==> config.mk <==
export PLATFORM = sky130hd
export DESIGN_NAME = act_trim_bank
export DESIGN_NICKNAME = d
export VERILOG_FILES = /design/src/hdl/act_pkg.sv /design/src/hdl/act_trim_bank.sv
export VERILOG_INCLUDE_DIRS = /design/src /design/src/hdl
export SDC_FILE = /design/constraint.sdc
export NUM_CORES = 1
export LEC_CHECK = 0
export BUFFER_PORTS_ARGS = -buffer_cell sky130_fd_sc_hd__buf_4
export CORE_AREA = 2 2 141 129
export CTS_BUF_LIST = sky130_fd_sc_hd__clkbuf_8 sky130_fd_sc_hd__clkbuf_16
export DETAILED_ROUTE_END_ITERATION = 10
export DIE_AREA = 0 0 143 131
export PLACE_DENSITY = 0.8
export SETUP_SLACK_MARGIN = 0.1
export SYNTH_ARGS = -nofsm -noshare
export SYNTH_HDL_FRONTEND = slang
export SYNTH_SLANG_ARGS = --single-unit
==> constraint.sdc <==
create_clock -name clk_sys -period 2.27 [get_ports clk_sys]
set_input_delay 0.3405 -clock clk_sys [delete_from_list [all_inputs] [get_ports clk_sys]]
set_output_delay 0.3405 -clock clk_sys [all_outputs]
set_load 0.005 [all_outputs]
==> src/hdl/act_regs.svh <==
// Contract
// - core B timing trim applies: single mode, calibration on, second input
// - core A offset: dual mode, first input, calibration on
// - core A offset: dual mode, second input, calibration on
// - core A offset: single mode, first input, calibration on
// - core A offset: single mode, second input with 90 degree phase, calibration on
// - core B offset register used when core B samples first input, calibration on
// - defaults load from fuses; printed reset 0x0; offset bits 15:12 reserved
// - software reads back and overwrites trimmed values
`ifndef ACT_REGS_SVH
`define ACT_REGS_SVH
`define ACT_IDX_CTRL         12'h0300
`define ACT_IDX_STAT         12'h0301
`define ACT_IDX_TIM_B_INB    12'h031B
`define ACT_IDX_OFF_A_INA_D  12'h0344
`define ACT_IDX_OFF_A_INB_D  12'h0346
`define ACT_IDX_OFF_A_INA_S  12'h0348
`define ACT_IDX_OFF_A_INB_90 12'h034A
`define ACT_IDX_OFF_B_INA    12'h034C
`define ACT_CTRL_SINGLE      0
`define ACT_CTRL_PH90        1
`define ACT_CTRL_CAL         2
`define ACT_CTRL_A_INB       3
`define ACT_CTRL_B_INB       4
`define ACT_CTRL_W           5
`define ACT_CTRL_RST         5'h00
`define ACT_TRIM_RST         16'h0000
`define ACT_TIM_RST          8'h00
`define ACT_OFF_MSB          11
`define ACT_RESP_OKAY        2'h0
`define ACT_RESP_SLVERR      2'h2
`endif

==> src/hdl/act_pkg.sv <==
`default_nettype none
package act_pkg;
   typedef enum logic [2:0] {
      ACT_OFF_A_INA_D,
      ACT_OFF_A_INB_D,
      ACT_OFF_A_INA_S,
      ACT_OFF_A_INB_90,
      ACT_OFF_B_INA,
      ACT_OFF_NONE
   } act_osel_t;
   typedef struct packed {
      logic [7:0]  tim_b_inb;
      logic [15:0] off_a_ina_d;
      logic [15:0] off_a_inb_d;
      logic [15:0] off_a_ina_s;
      logic [15:0] off_a_inb_90;
      logic [15:0] off_b_ina;
   } act_fuse_t;
   typedef struct packed {
      logic        tim_b_vld;
      logic [7:0]  tim_b;
      logic        off_a_vld;
      logic [11:0] off_a;
      logic        off_b_vld;
      logic [11:0] off_b;
   } act_trim_t;
endpackage : act_pkg
`default_nettype wire

==> src/hdl/act_trim_bank.sv <==
// The AXI4-Lite slave port is this design's own decision.
`include "act_regs.svh"
`default_nettype none
module act_trim_bank #(
   parameter int ADDR_W = 14
) (
   input  wire logic              clk_sys,
   input  wire logic              sys_rst,
   input  wire logic [ADDR_W-1:0] s_awaddr,
   input  wire logic              s_awvalid,
   output logic                   s_awready,
   input  wire logic [31:0]       s_wdata,
   input  wire logic [3:0]        s_wstrb,
   input  wire logic              s_wvalid,
   output logic                   s_wready,
   output logic [1:0]             s_bresp,
   output logic                   s_bvalid,
   input  wire logic              s_bready,
   input  wire logic [ADDR_W-1:0] s_araddr,
   input  wire logic              s_arvalid,
   output logic                   s_arready,
   output logic [31:0]            s_rdata,
   output logic [1:0]             s_rresp,
   output logic                   s_rvalid,
   input  wire logic              s_rready,
   input  wire act_pkg::act_fuse_t fuse_val,
   output act_pkg::act_trim_t     trim_out
);
   localparam int NOFF = 5;

   logic [ADDR_W-1:0]       awaddr_q, awaddr_d;
   logic [31:0]             wdata_q, wdata_d;
   logic [3:0]              wstrb_q, wstrb_d;
   logic                    awhold_q, awhold_d;
   logic                    whold_q, whold_d;
   logic                    awready_q, awready_d;
   logic                    wready_q, wready_d;
   logic                    bvalid_q, bvalid_d;
   logic [1:0]              bresp_q, bresp_d;
   logic                    arready_q, arready_d;
   logic                    rvalid_q, rvalid_d;
   logic [31:0]             rdata_q, rdata_d;
   logic [1:0]              rresp_q, rresp_d;
   logic [`ACT_CTRL_W-1:0]  ctrl_q, ctrl_d;
   logic [7:0]              tim_q, tim_d;
   logic [15:0]             off_q [NOFF];
   logic [15:0]             off_d [NOFF];
   logic                    load_q, load_d;
   act_pkg::act_trim_t      trim_q, trim_d;
   act_pkg::act_osel_t      sel_a, sel_b;
   logic                    aw_take, w_take, ar_take;
   logic [11:0]             widx, ridx;
   logic                    cal, single, ph90, a_inb, b_inb;

   // address index of a word access
   assign widx = aw_take ? 12'(s_awaddr[ADDR_W-1:2]) : 12'(awaddr_q[ADDR_W-1:2]);
   assign ridx = 12'(s_araddr[ADDR_W-1:2]);
   assign aw_take = s_awvalid && awready_q;
   assign w_take  = s_wvalid && wready_q;
   assign ar_take = s_arvalid && arready_q;

   assign cal    = ctrl_q[`ACT_CTRL_CAL];
   assign single = ctrl_q[`ACT_CTRL_SINGLE];
   assign ph90   = ctrl_q[`ACT_CTRL_PH90];
   assign a_inb  = ctrl_q[`ACT_CTRL_A_INB];
   assign b_inb  = ctrl_q[`ACT_CTRL_B_INB];

   function automatic logic [15:0] merge16(input logic [15:0] old,
                                           input logic [31:0] data,
                                           input logic [3:0]  strb);
      logic [15:0] res;
      res = old;
      if (strb[0]) begin
         res[7:0] = data[7:0];
      end
      if (strb[1]) begin
         res[15:8] = data[15:8];
      end
      return res;
   endfunction : merge16

   // write channel and register updates
   always_comb begin
      awaddr_d  = awaddr_q;
      wdata_d   = wdata_q;
      wstrb_d   = wstrb_q;
      awhold_d  = awhold_q;
      whold_d   = whold_q;
      bvalid_d  = bvalid_q;
      bresp_d   = bresp_q;
      ctrl_d    = ctrl_q;
      tim_d     = tim_q;
      off_d     = off_q;
      load_d    = 1'b0;
      if (s_bready && bvalid_q) begin
         bvalid_d = 1'b0;
      end
      if (aw_take) begin
         awaddr_d = s_awaddr;
         awhold_d = 1'b1;
      end
      if (w_take) begin
         wdata_d = s_wdata;
         wstrb_d = s_wstrb;
         whold_d = 1'b1;
      end
      if (load_q) begin
         tim_d    = fuse_val.tim_b_inb;
         off_d[0] = fuse_val.off_a_ina_d;
         off_d[1] = fuse_val.off_a_inb_d;
         off_d[2] = fuse_val.off_a_ina_s;
         off_d[3] = fuse_val.off_a_inb_90;
         off_d[4] = fuse_val.off_b_ina;
      end else if (awhold_d && whold_d && !bvalid_q) begin
         awhold_d = 1'b0;
         whold_d  = 1'b0;
         bvalid_d = 1'b1;
         bresp_d  = `ACT_RESP_OKAY;
         if (widx == `ACT_IDX_CTRL) begin
            if (wstrb_d[0]) begin
               ctrl_d = wdata_d[`ACT_CTRL_W-1:0];
            end
         end else if (widx == `ACT_IDX_STAT) begin
            bresp_d = `ACT_RESP_OKAY;
         end else if (widx == `ACT_IDX_TIM_B_INB) begin
            if (wstrb_d[0]) begin
               tim_d = wdata_d[7:0];
            end
         end else if (widx == `ACT_IDX_OFF_A_INA_D) begin
            off_d[0] = merge16(off_q[0], wdata_d, wstrb_d);
         end else if (widx == `ACT_IDX_OFF_A_INB_D) begin
            off_d[1] = merge16(off_q[1], wdata_d, wstrb_d);
         end else if (widx == `ACT_IDX_OFF_A_INA_S) begin
            off_d[2] = merge16(off_q[2], wdata_d, wstrb_d);
         end else if (widx == `ACT_IDX_OFF_A_INB_90) begin
            off_d[3] = merge16(off_q[3], wdata_d, wstrb_d);
         end else if (widx == `ACT_IDX_OFF_B_INA) begin
            off_d[4] = merge16(off_q[4], wdata_d, wstrb_d);
         end else begin
            bresp_d = `ACT_RESP_SLVERR;
         end
      end
      awready_d = !awhold_d && !bvalid_d && !load_q;
      wready_d  = !whold_d && !bvalid_d && !load_q;
   end

   // read channel
   always_comb begin
      rvalid_d = rvalid_q;
      rdata_d  = rdata_q;
      rresp_d  = rresp_q;
      if (s_rready && rvalid_q) begin
         rvalid_d = 1'b0;
      end
      if (ar_take) begin
         rvalid_d = 1'b1;
         rresp_d  = `ACT_RESP_OKAY;
         rdata_d  = 32'h0000_0000;
         if (ridx == `ACT_IDX_CTRL) begin
            rdata_d = 32'(ctrl_q);
         end else if (ridx == `ACT_IDX_STAT) begin
            rdata_d = 32'({trim_q.off_b_vld, trim_q.off_a_vld, trim_q.tim_b_vld});
         end else if (ridx == `ACT_IDX_TIM_B_INB) begin
            rdata_d = 32'(tim_q);
         end else if (ridx == `ACT_IDX_OFF_A_INA_D) begin
            rdata_d = 32'(off_q[0]);
         end else if (ridx == `ACT_IDX_OFF_A_INB_D) begin
            rdata_d = 32'(off_q[1]);
         end else if (ridx == `ACT_IDX_OFF_A_INA_S) begin
            rdata_d = 32'(off_q[2]);
         end else if (ridx == `ACT_IDX_OFF_A_INB_90) begin
            rdata_d = 32'(off_q[3]);
         end else if (ridx == `ACT_IDX_OFF_B_INA) begin
            rdata_d = 32'(off_q[4]);
         end else begin
            rresp_d = `ACT_RESP_SLVERR;
         end
      end
      arready_d = !rvalid_d;
   end

   // trim selection per core
   always_comb begin
      sel_a = act_pkg::ACT_OFF_NONE;
      sel_b = act_pkg::ACT_OFF_NONE;
      if (cal) begin
         if (!single && !a_inb) begin
            sel_a = act_pkg::ACT_OFF_A_INA_D;
         end else if (!single && a_inb) begin
            sel_a = act_pkg::ACT_OFF_A_INB_D;
         end else if (!a_inb) begin
            sel_a = act_pkg::ACT_OFF_A_INA_S;
         end else if (ph90) begin
            sel_a = act_pkg::ACT_OFF_A_INB_90;
         end
         if (!b_inb) begin
            sel_b = act_pkg::ACT_OFF_B_INA;
         end
      end
      trim_d = '0;
      trim_d.tim_b_vld = cal && single && b_inb;
      trim_d.tim_b     = trim_d.tim_b_vld ? tim_q : `ACT_TIM_RST;
      trim_d.off_a_vld = (sel_a != act_pkg::ACT_OFF_NONE);
      if (trim_d.off_a_vld) begin
         trim_d.off_a = off_q[int'(sel_a)][`ACT_OFF_MSB:0];
      end
      trim_d.off_b_vld = (sel_b != act_pkg::ACT_OFF_NONE);
      if (trim_d.off_b_vld) begin
         trim_d.off_b = off_q[int'(sel_b)][`ACT_OFF_MSB:0];
      end
   end

   always_ff @(posedge clk_sys) begin
      if (sys_rst) begin
         awaddr_q  <= '0;
         wdata_q   <= 32'h0000_0000;
         wstrb_q   <= 4'h0;
         awhold_q  <= 1'b0;
         whold_q   <= 1'b0;
         awready_q <= 1'b0;
         wready_q  <= 1'b0;
         bvalid_q  <= 1'b0;
         bresp_q   <= `ACT_RESP_OKAY;
         arready_q <= 1'b0;
         rvalid_q  <= 1'b0;
         rdata_q   <= 32'h0000_0000;
         rresp_q   <= `ACT_RESP_OKAY;
         ctrl_q    <= `ACT_CTRL_RST;
         tim_q     <= `ACT_TIM_RST;
         for (int i = 0; i < NOFF; i++) begin
            off_q[i] <= `ACT_TRIM_RST;
         end
         load_q    <= 1'b1;
         trim_q    <= '0;
      end else begin
         awaddr_q  <= awaddr_d;
         wdata_q   <= wdata_d;
         wstrb_q   <= wstrb_d;
         awhold_q  <= awhold_d;
         whold_q   <= whold_d;
         awready_q <= awready_d;
         wready_q  <= wready_d;
         bvalid_q  <= bvalid_d;
         bresp_q   <= bresp_d;
         arready_q <= arready_d;
         rvalid_q  <= rvalid_d;
         rdata_q   <= rdata_d;
         rresp_q   <= rresp_d;
         ctrl_q    <= ctrl_d;
         tim_q     <= tim_d;
         off_q     <= off_d;
         load_q    <= load_d;
         trim_q    <= trim_d;
      end
   end

   assign s_awready = awready_q;
   assign s_wready  = wready_q;
   assign s_bvalid  = bvalid_q;
   assign s_bresp   = bresp_q;
   assign s_arready = arready_q;
   assign s_rvalid  = rvalid_q;
   assign s_rdata   = rdata_q;
   assign s_rresp   = rresp_q;
   assign trim_out  = trim_q;
endmodule : act_trim_bank
`default_nettype wire

==> tab_implementation.tex <==
\begin{tabular}{lr}
\hline
Metric & Value \\
\hline
\multicolumn{2}{l}{\textbf{Global route}} \\
\quad First-pass GRT wire length & 41,500 microns \\
\quad Combined global-route utilization of all metal layers & 28.8\% \\
\quad Initial antenna violation count & 0 \\
\quad Met2 Resource Use GR & 43.4\% \\
\quad Via count of the first global-routing pass & 7,706 \\
\quad Global Route met3 Usage & 6.45\% \\
\quad Largest net degree at the start of global routing & 99 \\
\quad Fraction of met1 tracks used by global routing & 40.9\% \\
\quad Residual overflow from global routing & 0 \\
\quad Grt peak-use layer & met2 \\
\multicolumn{2}{l}{\textbf{Timing}} \\
\quad Min Clock Period, post-route & 2.08 ns \\
\quad Final Setup Violations & 0 \\
\quad Worst Tran Pin Value & 0.720 ns \\
\quad Final cycle utilization of the critical path & 91.6\% \\
\quad Clock tree skew after final layout & 0.0141 ns \\
\quad Unrepaired setup endpoints after global routing & true \\
\quad Total Neg Setup Slack & 0 ns \\
\quad Slew margin rel. & 51.6\% \\
\quad Max Clk Rate & 0.481 GHz \\
\quad Final slew viol count & 0 \\
\quad Final Hold Violating Endpoints & 0 \\
\multicolumn{2}{l}{\textbf{Worst setup path}} \\
\quad Setup crit end kind & flip-flop \\
\quad Worst endpoint required time & 2.63 ns \\
\quad Crit Path Category & reg -> reg \\
\quad CP arrival & 2.44 ns \\
\quad Maximum fanout encountered on the critical timing path & 16 \\
\quad Register-to-Register Setup Slack & 0.19 ns \\
\quad Startpoint types & flip-flop \\
\multicolumn{2}{l}{\textbf{Cells and area}} \\
\quad Flip-flop and latch area & 3690 sq um \\
\quad Number of nets in the finished design & 1,303 \\
\quad P\&R area growth vs syn & 29.6\% \\
\quad Antenna fix cells & 0 \\
\quad Filler cell count & 1,364 \\
\quad Final cell area excluding filler cells & 11,700 sq um \\
\quad Combined area of the multi-input logic cells & 4840 sq um \\
\quad Final Util & 67.4\% \\
\quad Fraction of final layout cells with drive strength greater than 1 & 30.9\% \\
\quad Layout Cells excl Fill & 1,396 \\
\multicolumn{2}{l}{\textbf{Power and ir drop}} \\
\quad Worst ir drop on vdd & 0.608 mV \\
\quad Final Total Pwr & 7.54 mW \\
\quad Power per cell area & 646 nW/um\^{}2 \\
\quad Leakage power & 4.65 nW \\
\multicolumn{2}{l}{\textbf{Synthesis}} \\
\quad FF+latch count, synth & 184 \\
\quad Mean instance size in the synthesized netlist & 9.61 sq um \\
\quad Synthesized netlist cell count & 938 \\
\quad Number of warnings issued by yosys & 0 \\
\quad Post-synthesis instance area & 9010 sq um \\
\quad Number of flops mapped to enable cells by yosys & 0 \\
\quad Synth area leader & sky130\_fd\_sc\_hd\_\_dfxtp\_1 \\
\quad Fraction of post-synthesis cell area in the top cell type by area & 40.9\% \\
\quad Fraction of registers with async set/reset & 0\% \\
\quad Count of different cell masters after synthesis & 67 \\
\quad Share of synthesized area occupied by flip-flops and latches & 40.9\% \\
\quad Cell types occupying the most area after synthesis & sky130\_fd\_sc\_hd\_\_dfxtp\_1 41\%, sky130\_fd\_sc\_hd\_\_a211oi\_1 9.2\%, sky130\_fd\_sc\_hd\_\_mux2i\_1 6.1\%, sky130\_fd\_sc\_hd\_\_a21oi\_1 4.4\%, sky130\_fd\_sc\_hd\_\_mux4\_2 3.0\% \\
\quad Commonest register cell after synthesis & sky130\_fd\_sc\_hd\_\_dfxtp\_1 \\
\multicolumn{2}{l}{\textbf{Run}} \\
\quad Count of maximum capacitance violations & 0 \\
\multicolumn{2}{l}{\textbf{Routing}} \\
\quad Drt drc & 0 \\
\quad Vias after detailed routing & 8,397 \\
\quad First-pass iteration count of the detailed router & 6 \\
\quad Overall routed net length & 27,400 microns \\
\quad DR vias/cell & 6.02 \\
\quad Average wire per cell in the routed design & 19.6 microns \\
\quad Count of antenna-violating nets left after detailed routing & 0 \\
\quad DRC violation total after the first TritonRoute iteration & 1,138 \\
\multicolumn{2}{l}{\textbf{Floorplanning}} \\
\quad Die Wd & 143 microns \\
\quad I/O pins & 235 \\
\quad Floorplan die area & 18,700 sq um \\
\quad Die Ht & 131 microns \\
\quad Site Rows & 46 \\
\quad Core region area & 17,300 sq um \\
\quad Effective utilization at floorplan & 52.0\% \\
\multicolumn{2}{l}{\textbf{Hold path}} \\
\quad Path class of the lowest-slack min-delay path & in -> reg \\
\multicolumn{2}{l}{\textbf{Clock tree}} \\
\quad Clk\_lat worst skew & 0.44 ns \\
\quad H-tree depth reported by CTS & 4 \\
\quad Longest Clk Path Bufs & 2 \\
\quad Hold-fix buffer count after cts & 0 \\
\quad Clock-pin transition on the worst setup and hold timing paths & 0.08 ns \\
\quad Root buffer selected by CTS & sky130\_fd\_sc\_hd\_\_clkbuf\_16 \\
\quad Total clock sinks & 184 \\
\quad Clock tree from TritonCTS & yes \\
\quad Number of buffers added by the clock tree synthesis step & 17 \\
\multicolumn{2}{l}{\textbf{Place}} \\
\quad Half-perimeter wire length of the detailed placement result & 20,000 microns \\
\quad Placed Area & 11,000 sq um \\
\quad Total placed cells including tap cells & 1,361 \\
\quad Port bufs & 194 \\
\quad Weighted congestion reported at the end of routability-driven placement & 0.934 \\
\multicolumn{2}{l}{\textbf{Run status}} \\
\quad Result of the run & finished, final reports clean \\
\hline
\end{tabular}
==> registers in the layout, summed over array words and instances (netlist names), 2 cells and up <==
name	count
s_rdata	16
tim_q	8
wdata_q	16
off_q	80
wstrb_q	2
ctrl_q	5
trim_out	35
awaddr_q	12
==> repair_timing <==
item / 4_1_cts / 5_1_grt
buffers inserted: 0 / 3
endpoints found under the setup margin: 0 / 91
resized for setup: 0 / 4
==> critical path, cell delays in order (launching register included) <==
cell and delay, ns:
sky130_fd_sc_hd__dfxtp_1 0.32, sky130_fd_sc_hd__nor4b_2 0.29, sky130_fd_sc_hd__nand4b_1 0.25, sky130_fd_sc_hd__a211oi_4 0.39, sky130_fd_sc_hd__buf_12 0.20, sky130_fd_sc_hd__a21o_1 0.17
sky130_fd_sc_hd__buf_12 0.14, sky130_fd_sc_hd__mux2i_1 0.23
==> cells in the final DEF, fill, tap and decap left out, types with 14 or more instances in the layout <==
| cell | netlist | final |
|---|---|---|
| sky130_fd_sc_hd__buf_4 | 23 | 249 |
| sky130_fd_sc_hd__dfxtp_1 | 184 | 183 |
| sky130_fd_sc_hd__a211oi_1 | 111 | 111 |
| sky130_fd_sc_hd__a21oi_1 | 79 | 79 |
| sky130_fd_sc_hd__mux2i_1 | 55 | 55 |
| sky130_fd_sc_hd__nor2_1 | 53 | 53 |
| sky130_fd_sc_hd__nand2_1 | 38 | 38 |
| sky130_fd_sc_hd__o21ai_0 | 38 | 38 |
| sky130_fd_sc_hd__nand2b_1 | 35 | 35 |
| sky130_fd_sc_hd__and2_1 | 35 | 34 |
| sky130_fd_sc_hd__clkbuf_16 | 0 | 19 |
| sky130_fd_sc_hd__conb_1 | 1 | 18 |
| sky130_fd_sc_hd__buf_12 | 0 | 14 |
==> logic make-up (layout without fill, tap and decap cells) <==
kind of cell,count (synthesis),after routing,share of synthesized area [%]
AOI/OAI and AO/OA,322,322,24.7
buffers and inverters,108,309,6.51
muxes,79,79,10.9
and+or+nand+nor,244,244,17.0
DFF,184,184,40.9
other,1,18,0.0416
==> metal layers <==
layer	vias to the layer above	routed length [microns]
met2	488	12300
met4	0	654
met1	3963	11800
met5	-	0
met3	48	2680
li1	3898	-
==> cell usage after synthesis, drive strengths merged, types with 22 or more instances <==
master / instances
a211oi: 120
a21oi: 79
and2: 36
buf: 47
clkbuf: 47
dfxtp: 184
mux2i: 56
nand2: 39
nand2b: 35
nor2: 53
nor4: 22
o21ai: 39
==> power breakdown <==
| part | switching [mW] | total [mW] | internal (mW) |
|---|---|---|---|
| sequential | 0.115 | 3.48 | 3.36 |
| combinational | 0.472 | 0.910 | 0.439 |
| clock | 1.32 | 3.15 | 1.84 |
| total | 1.90 | 7.54 | 5.64 |
==> area by class of cell <==
type / count / area share [%]
clock inverters: 12 / 1.39
inverters: 14 / 0.450
repair buffers: 264 / 18.6
well taps: 240 / 2.57
flip-flops and latches: 184 / 31.6
clock buffers: 19 / 3.98
multi-input cells: 663 / 41.4
==> path summary, 6_finish.rpt <==
kind                                   start           end  cells after the start
worst max-delay path            awaddr_q[12]     off_q[35]                      7
worst min-delay path            s_awaddr[11]  awaddr_q[11]                      3
worst max register to register  awaddr_q[12]     off_q[35]                      7
worst min register to register  awaddr_q[10]  awaddr_q[10]                      2
==> through the flow <==
stage	hold slack, ns	setup WS, ns
5_1_grt	0.168	0.0707
3_3_place_gp	0.440	0.0686
3_5_place_dp	0.447	-0.0163
4_1_cts	0.155	0.107
2_1_floorplan	0.368	0.287
6_report	0.164	0.191
Power figures use the tool's default switching activity.
